`src/ecc_consts.vh`:
```
// Constants for the NAND page error-correction control, mode and status block.
`ifndef ECC_CONSTS_VH
`define ECC_CONSTS_VH
`define OFF_CONTROL       8'h00
`define OFF_MODE          8'h04
`define OFF_STATUS_LOW    8'h08
`define OFF_PARITY_0      8'h0c
`define OFF_PARITY_1      8'h10
`define CTL_PARITY_CLR    0
`define CTL_SOFT_RESET    1
`define MODE_PAGE_LO      0
`define MODE_PAGE_HI      1
`define MODE_GRAN_LO      4
`define MODE_GRAN_HI      5
`define MODE_RESET        6'h00
`define GRAN_WHOLE        2'h0
`define GRAN_256          2'h1
`define GRAN_512          2'h2
`define PAGE_528          13'h0210
`define PAGE_1056         13'h0420
`define PAGE_2112         13'h0840
`define PAGE_4224         13'h1080
`define CMD_READ          8'h00
`define CMD_WRITE         8'h80
`define SECTORS           8
`define SEC_BYTES_256     13'h0100
`define SEC_BYTES_512     13'h0200
`define CODE_BITS         24
`define WHOLE_CODE_BITS   32
`endif

```
`src/ecc_ctrl.v`:
```
// Top of the NAND page error-correction unit: registers, command watch and sector steering.
//
// How it works
// Control bit 0 written high clears all parity results; low does nothing.
// Control bit 1 written high soft-resets every register; low does nothing.
// Page size field picks 528, 1056, 2112 or 4224 words per page.
// Words are 8 or 16 bits wide, per the attached flash organisation.
// Granularity 00 computes one code over the whole page.
// Granularity 01 computes one code per 256-byte chunk.
// Granularity 10 computes one code per 512-byte chunk.
// Status holds per sector recoverable, check-code, multi flags at 4i; 4i+3 reserved.
// Recoverable flag set when a data error is detected in the sector (syndrome with more than one bit set).
// Check-code flag set when exactly one stored code bit is wrong.
// Sector 0 whole-page: bad bit in low 16 bits of parity 0 and 1.
// Sector 1 marks the bad bit in parity register 1; sectors 2 to 7 have no parity register.
// Multi-error flag set when more than one error is detected.
// Whole-page mode forces sector 1 to 7 flags to read zero.
// Sector i covers bytes 256i..256i+255 or 512i..512i+511.
// Computation starts on a detected read 00h or write 80h command.
// Status and parity clear on each new command or soft reset.
// Granularity 11 is reserved; software must not program it.
// Mode register: page size at bits 1:0, granularity at 5:4.
`timescale 1ns/1ns
`include "ecc_consts.vh"
module ecc_ctrl (
   input  wire        mclk_in,
   input  wire        rstn_in,
   input  wire        psel_in,
   input  wire        penable_in,
   input  wire        pwrite_in,
   input  wire [7:0]  paddr_in,
   input  wire [31:0] pwdata_in,
   output reg  [31:0] prdata_out,
   input  wire        cmd_strobe_in,
   input  wire        addr_strobe_in,
   input  wire        data_strobe_in,
   input  wire [15:0] flash_data_in,
   input  wire        wide_bus_in,
   output wire        busy_out
);
   // ==========================================================
   // Register access
   wire        wr_en = psel_in & penable_in & pwrite_in;
   wire        ctl_wr = wr_en && (paddr_in == `OFF_CONTROL);
   wire        soft_rst = ctl_wr & pwdata_in[`CTL_SOFT_RESET];
   wire        par_clr = ctl_wr & pwdata_in[`CTL_PARITY_CLR];
   wire        rst_all = ~rstn_in | soft_rst;
   reg  [5:0]  mode_q;
   wire [1:0]  page_sel = mode_q[`MODE_PAGE_HI:`MODE_PAGE_LO];
   wire [1:0]  gran = mode_q[`MODE_GRAN_HI:`MODE_GRAN_LO];
   always @(posedge mclk_in) begin
      if (rst_all)
         mode_q <= `MODE_RESET;
      else if (wr_en && (paddr_in == `OFF_MODE))
         mode_q <= {pwdata_in[`MODE_GRAN_HI:`MODE_GRAN_LO], 2'h0,
                    pwdata_in[`MODE_PAGE_HI:`MODE_PAGE_LO]};
   end
   // ==========================================================
   // Command watch and page walk
   localparam ST_IDLE = 3'h1;
   localparam ST_MAIN = 3'h2;
   localparam ST_SPARE = 3'h4;
   reg  [2:0]  state_q;
   reg  [12:0] word_q;
   reg  [12:0] spare_q;
   reg  [12:0] page_words;
   wire        start = cmd_strobe_in &&
                       (flash_data_in[7:0] == `CMD_READ || flash_data_in[7:0] == `CMD_WRITE);
   wire        new_cmd = cmd_strobe_in;
   wire [12:0] main_words = page_words - (page_words >> 5);
   always @* begin
      case (page_sel)
         2'h0: page_words = `PAGE_528;
         2'h1: page_words = `PAGE_1056;
         2'h2: page_words = `PAGE_2112;
         default: page_words = `PAGE_4224;
      endcase
   end
   // Byte position within the main area; a 16-bit word counts as two bytes.
   wire [12:0] byte_pos = wide_bus_in ? {word_q[11:0], 1'b0} : word_q;
   reg  [2:0]  sector;
   reg  [11:0] widx;
   always @* begin
      case (gran)
         `GRAN_256: begin
            sector = byte_pos[10:8];
            widx   = {4'h0, byte_pos[7:0]};
         end
         `GRAN_512: begin
            sector = byte_pos[11:9];
            widx   = {3'h0, byte_pos[8:0]};
         end
         default: begin
            // Value 11 picks sector 0 here like whole-page, though the read mux treats it as a sector mode; its behaviour is undefined anyway.
            sector = 3'h0;
            widx   = word_q[11:0];
         end
      endcase
   end
   wire        data_main = (state_q == ST_MAIN) & data_strobe_in;
   wire        data_spare = (state_q == ST_SPARE) & data_strobe_in;
   reg  [3:0]  nsec;
   always @* begin
      case (gran)
         `GRAN_256: nsec = main_words[12:8] > 5'h8 ? 4'h8 : {1'b0, main_words[10:8]};
         `GRAN_512: nsec = main_words[12:9] > 4'h8 ? 4'h8 : main_words[12:9];
         default:   nsec = 4'h1;
      endcase
   end
   // Stored codes are read back four bytes per sector after the main area.
   wire [12:0] spare_end = {7'h0, nsec, 2'h0};
   reg  [31:0] stored_q;
   wire [2:0]  chk_sec = spare_q[4:2];
   always @(posedge mclk_in) begin
      if (rst_all) begin
         state_q  <= ST_IDLE;
         word_q   <= 13'h0;
         spare_q  <= 13'h0;
         stored_q <= 32'h0;
      end else begin
         case (state_q)
            ST_IDLE: begin
               if (start) begin
                  state_q <= ST_MAIN;
                  word_q  <= 13'h0;
               end
            end
            ST_MAIN: begin
               if (new_cmd && !start)
                  state_q <= ST_IDLE;
               else if (start)
                  word_q <= 13'h0;
               else if (data_main) begin
                  if (word_q + 13'h1 == main_words) begin
                     state_q <= ST_SPARE;
                     spare_q <= 13'h0;
                  end
                  word_q <= word_q + 13'h1;
               end
            end
            ST_SPARE: begin
               if (new_cmd) begin
                  state_q <= start ? ST_MAIN : ST_IDLE;
                  word_q  <= 13'h0;
               end else if (data_spare) begin
                  stored_q <= {flash_data_in[7:0], stored_q[31:8]};
                  spare_q  <= spare_q + 13'h1;
                  if (spare_q + 13'h1 == spare_end)
                     state_q <= ST_IDLE;
               end
            end
            default: state_q <= ST_IDLE;
         endcase
      end
   end
   assign busy_out = (state_q != ST_IDLE);
   // ==========================================================
   // Sector accumulators
   wire [31:0] par [0:7];
   wire [7:0]  rec;
   wire [7:0]  cke;
   wire [7:0]  mul;
   wire        last_byte = data_spare && (spare_q[1:0] == 2'h3);
   reg         done_q;
   reg  [2:0]  done_sec_q;
   always @(posedge mclk_in) begin
      if (rst_all) begin
         done_q     <= 1'b0;
         done_sec_q <= 3'h0;
      end else begin
         done_q     <= last_byte;
         done_sec_q <= chk_sec;
      end
   end
   genvar g;
   generate
      for (g = 0; g < `SECTORS; g = g + 1) begin : sec
         sector_code u_code (
            .mclk_in         (mclk_in),
            .clr_in          (rst_all | new_cmd),
            .data_en_in      (data_main && (sector == g)),
            .data_in         (flash_data_in),
            .word_idx_in     (widx),
            .wide_in         (wide_bus_in),
            .check_en_in     (last_byte && (chk_sec == g)),
            // A sector code holds only 24 bits, so its top byte is taken as matching.
            .stored_in       ({(gran == `GRAN_WHOLE) ? flash_data_in[7:0] : par[g][31:24],
                               stored_q[31:8]}),
            .check_done_in   (done_q && (done_sec_q == g)),
            .parity_out      (par[g]),
            .recoverable_out (rec[g]),
            .checkcode_out   (cke[g]),
            .multi_out       (mul[g])
         );
      end
   endgenerate
   // ==========================================================
   // Status and read mux
   reg  [31:0] status;
   reg  [31:0] pr0;
   reg  [31:0] pr1;
   integer     k;
   always @* begin
      status = 32'h0;
      for (k = 0; k < `SECTORS; k = k + 1) begin
         if (k == 0 || gran != `GRAN_WHOLE) begin
            status[4*k]   = rec[k];
            status[4*k+1] = cke[k];
            status[4*k+2] = mul[k];
         end
      end
      if (gran == `GRAN_WHOLE) begin
         pr0 = {16'h0, par[0][15:0]};
         pr1 = {16'h0, par[0][31:16]};
      end else begin
         pr0 = {8'h0, par[0][`CODE_BITS-1:0]};
         pr1 = {8'h0, par[1][`CODE_BITS-1:0]};
      end
   end
   // Parity clear hides the results but keeps the status flags until the next command.
   reg         par_hold_q;
   always @(posedge mclk_in) begin
      if (par_clr)
         par_hold_q <= 1'b1;
      else if (rst_all | new_cmd)
         par_hold_q <= 1'b0;
   end
   always @(posedge mclk_in) begin
      if (~rstn_in)
         prdata_out <= 32'h0;
      else if (psel_in && !pwrite_in) begin
         case (paddr_in)
            `OFF_MODE:       prdata_out <= {26'h0, mode_q};
            `OFF_STATUS_LOW: prdata_out <= status;
            `OFF_PARITY_0:   prdata_out <= par_hold_q ? 32'h0 : pr0;
            `OFF_PARITY_1:   prdata_out <= par_hold_q ? 32'h0 : pr1;
            default:         prdata_out <= 32'h0;
         endcase
      end
   end
endmodule

```
`src/sector_code.v`:
```
// One sector's running parity accumulator and syndrome classifier.
`timescale 1ns/1ns
`include "ecc_consts.vh"
module sector_code (
   input  wire        mclk_in,
   input  wire        clr_in,
   input  wire        data_en_in,
   input  wire [15:0] data_in,
   input  wire [11:0] word_idx_in,
   input  wire        wide_in,
   input  wire        check_en_in,
   input  wire [31:0] stored_in,
   input  wire        check_done_in,
   output reg  [31:0] parity_out,
   output reg         recoverable_out,
   output reg         checkcode_out,
   output reg         multi_out
);
   // Column pairs sit in bits 5:0 and line pairs from bit 6 up, so a 24-bit code
   // still covers every address bit of a 512-byte sector.
   // Every pair but bits 31:30 on an 8-bit bus is complementary: one flipped data bit flips exactly one half of it.
   reg  [31:0] acc_q;
   reg  [31:0] syn_q;
   wire        dpar  = wide_in ? ^data_in : ^data_in[7:0];
   wire [7:0]  cols  = data_in[7:0] ^ (wide_in ? data_in[15:8] : 8'h00);
   reg  [31:0] upd;
   reg         dbl;
   integer     i;
   always @* begin
      upd = 32'h0;
      dbl = 1'b0;
      upd[0] = ^(cols & 8'haa);
      upd[1] = ^(cols & 8'h55);
      upd[2] = ^(cols & 8'hcc);
      upd[3] = ^(cols & 8'h33);
      upd[4] = ^(cols & 8'hf0);
      upd[5] = ^(cols & 8'h0f);
      for (i = 0; i < 12; i = i + 1) begin
         upd[6+2*i] = dpar & word_idx_in[i];
         upd[7+2*i] = dpar & ~word_idx_in[i];
      end
      upd[30] = wide_in & ^data_in[15:8];
      upd[31] = wide_in & ^data_in[7:0];
      // Two flipped bits always set both halves of some pair.
      for (i = 0; i < 16; i = i + 1)
         dbl = dbl | (syn_q[2*i] & syn_q[2*i+1]);
   end
   always @(posedge mclk_in) begin
      if (clr_in) begin
         acc_q           <= 32'h0;
         syn_q           <= 32'h0;
         parity_out      <= 32'h0;
         recoverable_out <= 1'b0;
         checkcode_out   <= 1'b0;
         multi_out       <= 1'b0;
      end else begin
         if (data_en_in) begin
            acc_q      <= acc_q ^ upd;
            parity_out <= acc_q ^ upd;
         end
         if (check_en_in)
            syn_q <= acc_q ^ stored_in;
         if (check_done_in) begin
            parity_out      <= (syn_q == 32'h0) ? acc_q : syn_q;
            // A syndrome with one set bit points into the stored code, not the data.
            checkcode_out   <= (syn_q != 32'h0) && ((syn_q & (syn_q - 32'h1)) == 32'h0);
            recoverable_out <= (syn_q != 32'h0) && !((syn_q & (syn_q - 32'h1)) == 32'h0);
            multi_out       <= (syn_q != 32'h0) && dbl &&
                               !((syn_q & (syn_q - 32'h1)) == 32'h0);
         end
      end
   end
endmodule
```
`config.mk`:
```
export PLATFORM = sky130hd
export DESIGN_NAME = ecc_ctrl
export DESIGN_NICKNAME = d
export VERILOG_FILES = /design/src/ecc_ctrl.v /design/src/sector_code.v
export VERILOG_INCLUDE_DIRS = /design/src
export SDC_FILE = /design/constraint.sdc
export NUM_CORES = 2
export LEC_CHECK = 0
export BUFFER_PORTS_ARGS = -buffer_cell sky130_fd_sc_hd__buf_2
export CORE_UTILIZATION = 45
export DETAILED_ROUTE_END_ITERATION = 8
export SETUP_SLACK_MARGIN = 0.02
export SLEW_MARGIN = 20
export SYNTH_ARGS = -nofsm -noshare
export SYNTH_HDL_FRONTEND = slang
export SYNTH_SLANG_ARGS = --single-unit
```
`constraint.sdc`:
```
create_clock -name mclk_in -period 3.7 [get_ports mclk_in]
set_input_delay 0.555 -clock mclk_in [delete_from_list [all_inputs] [get_ports mclk_in]]
set_output_delay 0.555 -clock mclk_in [all_outputs]
set_load 0.1 [all_outputs]
```
# Word level (Yosys, flattened, before mapping)

Index checks and enable logic that the tools add are counted.
Widths: inputs -> output; s select.

Add/subtract/negate cells: 11
Magnitude comparators: 2
Equality and inequality tests: 51
Muxes and demuxes: 76
Bitwise gates (word level): 321
Reductions and logical operators: 128

Operators by type and width:

| kind                  | count |
|---|---|
| $mux 32               | 26 |
| $logic_not 32->1      | 16 |
| $xor 32x32->32        | 16 |
| $and 32x32->32        | 8 |
| $reduce_bool 32->1    | 8 |
| $sub 32x1->32 const B | 8 |
| $and 1x1->1           | 160 |
| $mux 13               | 11 |
| $pmux 32 s4           | 1 |
| $or 1x1->1            | 122 |
| $pmux 13 s3           | 2 |
| $mux 8                | 9 |
| $reduce_xor 8->1      | 8 |
| $logic_and 1x1->1     | 62 |
| $mux 24               | 2 |
| $mux 3                | 15 |
| $eq 3x3->1 const B    | 13 |
| $add 13x1->13 const B | 2 |
| $pmux 13 s2           | 1 |
| $pmux 12 s2           | 1 |
| $eq 3x2->1 const B    | 7 |
| $reduce_bool 2->1     | 10 |
| $eq 8x4->1 const B    | 2 |
| $logic_not 8->1       | 2 |
| other kinds (35)      | 77 |

Register bits: 894
Input port bits: 65
Logic and storage cells: 646

# Depth between registers and ports, before layout

Depth after elaboration: 18
Depth in mapped cells: 14

# Modules after synthesis

A second synthesis with hierarchy kept.

Cells, all modules: 6158
Area total of the unflattened synthesis: 50702.4 um2

By module, submodules not included:

| module      | instances | cells an instance | area each (um2) | sequential area each (um2) |
|---|---|---|---|---|
| sector_code | 8         | 660               | 5555.3          | 1981.9 |
| ecc_ctrl    | 1         | 878               | 6259.8          | 1841.8 |

# Worst setup path after synthesis

No wires, ideal clock.

Path kind: reg2reg
Start: register mode_q[4]
End: register sec[7].u_code.acc_q[6]
Data arrival time: 2817 ps
Data required time: 3572 ps
Path slack: 755 ps
Cell stages (with the launch flop): 12
Path buffers: 2
Clock period less this slack: 2945 ps
Cells stage by stage: dfxtp_1 inv_1 ha_1 nand2_1 o21ai_0 a221oi_1 clkbuf_1 nor3_1 clkbuf_1 nand2_1 xor2_1 nor2_1

Word-level cells in the longest chain between the ends: 4

Ends and longest elaborated chain:

| element                                             | line                             | RTL |
|---|---|---|
| start: declaration                                  | ecc_ctrl.v:48                    | `reg [5:0] mode_q;` |
| start signal: assignment                            | ecc_ctrl.v:53                    | `` mode_q <= `MODE_RESET; `` |
| start signal: assignment                            | ecc_ctrl.v:55                    | `` mode_q <= {pwdata_in[`MODE_GRAN_HI:`MODE_GRAN_LO], 2'h0, `` |
| $eq 2x2->1 or $eq 2x1->1 (tied branches)            | ecc_ctrl.v:84                    | `case (gran)` |
| $pmux 3 s2 or $pmux 12 s2 (tied branches)           | ecc_ctrl.v:84                    |  |
| $eq 3x3->1 or $and 1x1->1 (tied branches)           | ecc_ctrl.v:181, sector_code.v:39 |  |
| $logic_and 1x1->1 or $xor 32x32->32 (tied branches) | ecc_ctrl.v:181, sector_code.v:58 |  |
| end signal: assignment                              | sector_code.v:58                 | `acc_q <= acc_q ^ upd;` |
| end: declaration                                    | sector_code.v:22                 | `reg [31:0] acc_q;` |

Several ways; a longest one is shown, not always the timed one.
A chain may end at the register's enable or synchronous reset.

# Worst setup path in the final report

Start: register mode_q[4]
End: register sec[5].u_code.acc_q[7]

Word-level cells in the longest chain between the ends: 5

Ends and longest elaborated chain:

| element                                  | line             | RTL |
|---|---|---|
| $eq 2x2->1 or $eq 2x1->1 (tied branches) | ecc_ctrl.v:84    |  |
| $pmux 12 s2                              | ecc_ctrl.v:84    |  |
| $not 1->1                                | sector_code.v:40 | `upd[7+2*i] = dpar & ~word_idx_in[i];` |
| $and 1x1->1                              | sector_code.v:40 |  |
| $xor 32x32->32                           | sector_code.v:58 |  |
| end signal: assignment                   | sector_code.v:58 |  |
| end: declaration                         | sector_code.v:22 |  |

Several ways; a longest one is shown, not always the timed one.

==> reports/metrics.cfg <==
[floorplanning]
dieHeight_um=290
io_pins=98
die-area_um2=84100
coreArea_um2=82100
num_rows=105
die_w_um=290
start_util_pct=45.5

[clock_network]
cts-hold-fix-buffers=0
cts_inserted_buffers=83
clkTransAtPathRegs_ns=0.06
clk_path_buf_depth=3
htreeDepth=3
post_cts_buffers=0
clock-root-buffer=clkbuf_16
cts_tree=built
cts.sink_count=740
worstSkewPairLatency_ns=0.65

[sta]
tightest_slew_ns=1.25
timing.final.crit_share_pct=91.8
maxSlewViolCount=0
final_hold_viol_count=0
rsz0062_at_grt=no
whs_ns=0.156
setup_tns_ns=0
clock_skew_ns=0.0241
slew_headroom_pct=16.3
finalCriticalPeriod_ns=3.40
setup_viol=0
max_freq_ghz=0.294

[detailed_routing]
route.antenna.remaining_nets=0
drt-wirelength-per-cell_um=23.6
vias=34700
avgViaCountPerCell=6.02
drcViolationCount=0
drt_iter0_drc=3637
wl_um=136000
dr.pass1.iters=5

[hold_path]
hold_path.class=input port to flop
hp-start=pwdata_in[0]
hold_path_end=par_hold_q
whs_path_depth=2

[synthesis]
synth-edff-count=0
yosys_warnings=0
synthDominantCellAreaShare_pct=39.7
ys.flop_type=dfxtp_1
synth_area_leaders=dfxtp_1 40%, xnor2_1 8.2%, a211oi_1 6.2%
ys_seq_area_share_pct=39.7
synth_cell_types=83
ys_seq_elements=740
netlist_instances=4638
netlist_area_um2=37300
syn_avg_cell_area_um2=8.05
synth-async-reset-ratio_pct=0
synth_top_cell_by_area=dfxtp_1

[worst_setup_path]
cpMostUsedCell=or3_1
crit_path_start_kind=flop
path_cells=inv_1 > ha_1 > nand2_1 > o21ai_1 > a221o_1 > or3_1 > buf_4 > or3_1 > a21oi_1
worstPathArrival_ns=3.97
slowest_delay_ns=0.64
worstSetupEndpointType=flop
cp_top_family=simple AND/OR/NAND/NOR gates
rr_startpoint=mode_q[4]
worst-path-max-fanout=23
critPathKind=flop to flop
cpMaxStageDelayCell=or3_1
r2r_slack_ns=0.30
crit_required_ns=4.28
r2r_end=sec[5].u_code.acc_q[7]
rr_worst_depth=9
cp_num_buf_inv=2

[global_route]
grt_pass1_vias=31200
grt_use_met3_pct=4.87
grt_first_pass_wirelength_um=202000
use_met1_pct=42.6
antenna_found_initial=1
grt_max_degree=97
overflow=0
met2_usage_pct=47.6
busiest_layer=met2
grtUsageTotal_pct=31.4

[place]
place_area_um2=39500
dp_hpwl_um=90800
gp_congestion=0.922
place_inst=5620
portBuffers=66

[pwr]
powerDensity_nw_per_um2=449
p_leak_nw=14.2
peakVddDrop_uv=366
finalPower_w=0.0190

[cells_and_area]
n_fill_cell=7763
nNetsFinal=4717
finalNonFillerCells=5772
syn_to_final_growth_pct=13.3
final_common_cell=dfxtp_1
layout_common_cells=735 x dfxtp_1, 570 x nor2_1, 469 x nand2_1
final_area_um2=42300
drive_above_1_share_pct=9.92

[run]
max_cap_viol_count=0

[status]
outcome=finished, final reports clean

[Yosys cell counts, types with 34 or more instances]
library cell,n
dfxtp_1,740
inv_1,35
a22oi_1,76
a211oi_1,310
nor3_1,146
and3_1,51
or3_1,142
o21ai_0,231
nand2_1,473
a21oi_1,401
nor2_1,575
nand3_1,87
xor2_1,167
clkbuf_1,293
xnor2_1,350
nor4_1,34
[through the flow]
stage / util (%) / setup WS [ns]
2_1_floorplan: - / 0.755
3_3_place_gp: 48.0 / 0.349
3_5_place_dp: 48.0 / 0.279
4_1_cts: 51.5 / 0.255
5_1_grt: 51.5 / 0.0451
6_report: 51.5 / 0.303
[cell families after synthesis]
logic type	Yosys count	share of synthesized area, %
flip-flops	740	39.7
AND/OR/NAND/NOR	1690	21.1
adder cells (fa/ha/maj)	33	1.00
XOR/XNOR	517	12.1
other	1	0.0100
multiplexers	49	1.37
AO/OA/AOI/OAI	1241	21.0
buffers and inverters	367	3.72
[worst register-to-register path, cell delays in order (launching register included)]
cell and delay (ns):
dfxtp_1 0.38, inv_1 0.08, ha_1 0.43, nand2_1 0.24
o21ai_1 0.17, a221o_1 0.58, or3_1 0.64, buf_4 0.32
or3_1 0.33, a21oi_1 0.16
[sequential cells by signal (all words and copies together), names as in the netlist]
signal and cells:
sec.u_code.multi_out 8, sec.u_code.parity_out 112, stored_q 24, spare_q 13
state_q 3, par_hold_q 1, word_q 13, sec.u_code.acc_q 256
prdata_out 30, sec.u_code.checkcode_out 8, mode_q 4, done_sec_q 3
sec.u_code.recoverable_out 8, sec.u_code.syn_q 256, done_q 1
[how the worst max path moves through the flow]
stage	endpoint	start	slack, ns	cells past startpoint
after floorplan	sec[7].u_code.acc_q[6]	mode_q[4]	0.76	11
after global placement	sec[0].u_code.recoverable_out	sec[0].u_code.syn_q[2]	0.35	8
after detailed placement	sec[7].u_code.acc_q[16]	mode_q[4]	0.28	10
after CTS	sec[7].u_code.acc_q[16]	mode_q[4]	0.26	10
after global routing	sec[0].u_code.recoverable_out	sec[0].u_code.syn_q[2]	0.05	8
final	sec[5].u_code.acc_q[7]	mode_q[4]	0.30	9
[final cells by class]
| class | instances | area [um^2] | share of cell area (%) |
|---|---|---|---|
| multi-input combinational | 3532 | 21300 | 50.3 |
| sequential | 740 | 14800 | 35.0 |
| clock buffer | 122 | 2490 | 5.88 |
| timing repair buffer | 242 | 1900 | 4.50 |
| tap | 1070 | 1340 | 3.16 |
| clock inverter | 24 | 340 | 0.805 |
| inverter | 36 | 135 | 0.319 |
| antenna | 6 | 15.0 | 0.0355 |
[layer usage]
layer	vias to the layer above	share of wire (%)
met5	-	0
met4	0	5.7
met3	316	7.8
met2	1363	43
met1	16500	43
li1	16500	-
[report_power, final]
part	leakage, nW	switching, W	total, W	internal, W
sequential	5.96	0.0000357	0.00802	0.00799
combinational	6.85	0.00173	0.00236	0.000624
clock	1.39	0.00349	0.00863	0.00514
[repair_timing]
| item | CTS | global route |
|---|---|---|
| endpoints found under the hold margin | 0 | 0 |
| setup endpoints to repair | 0 | 4 |
| gates resized for setup | 0 | 2 |
(Power assumes the default switching activity.)
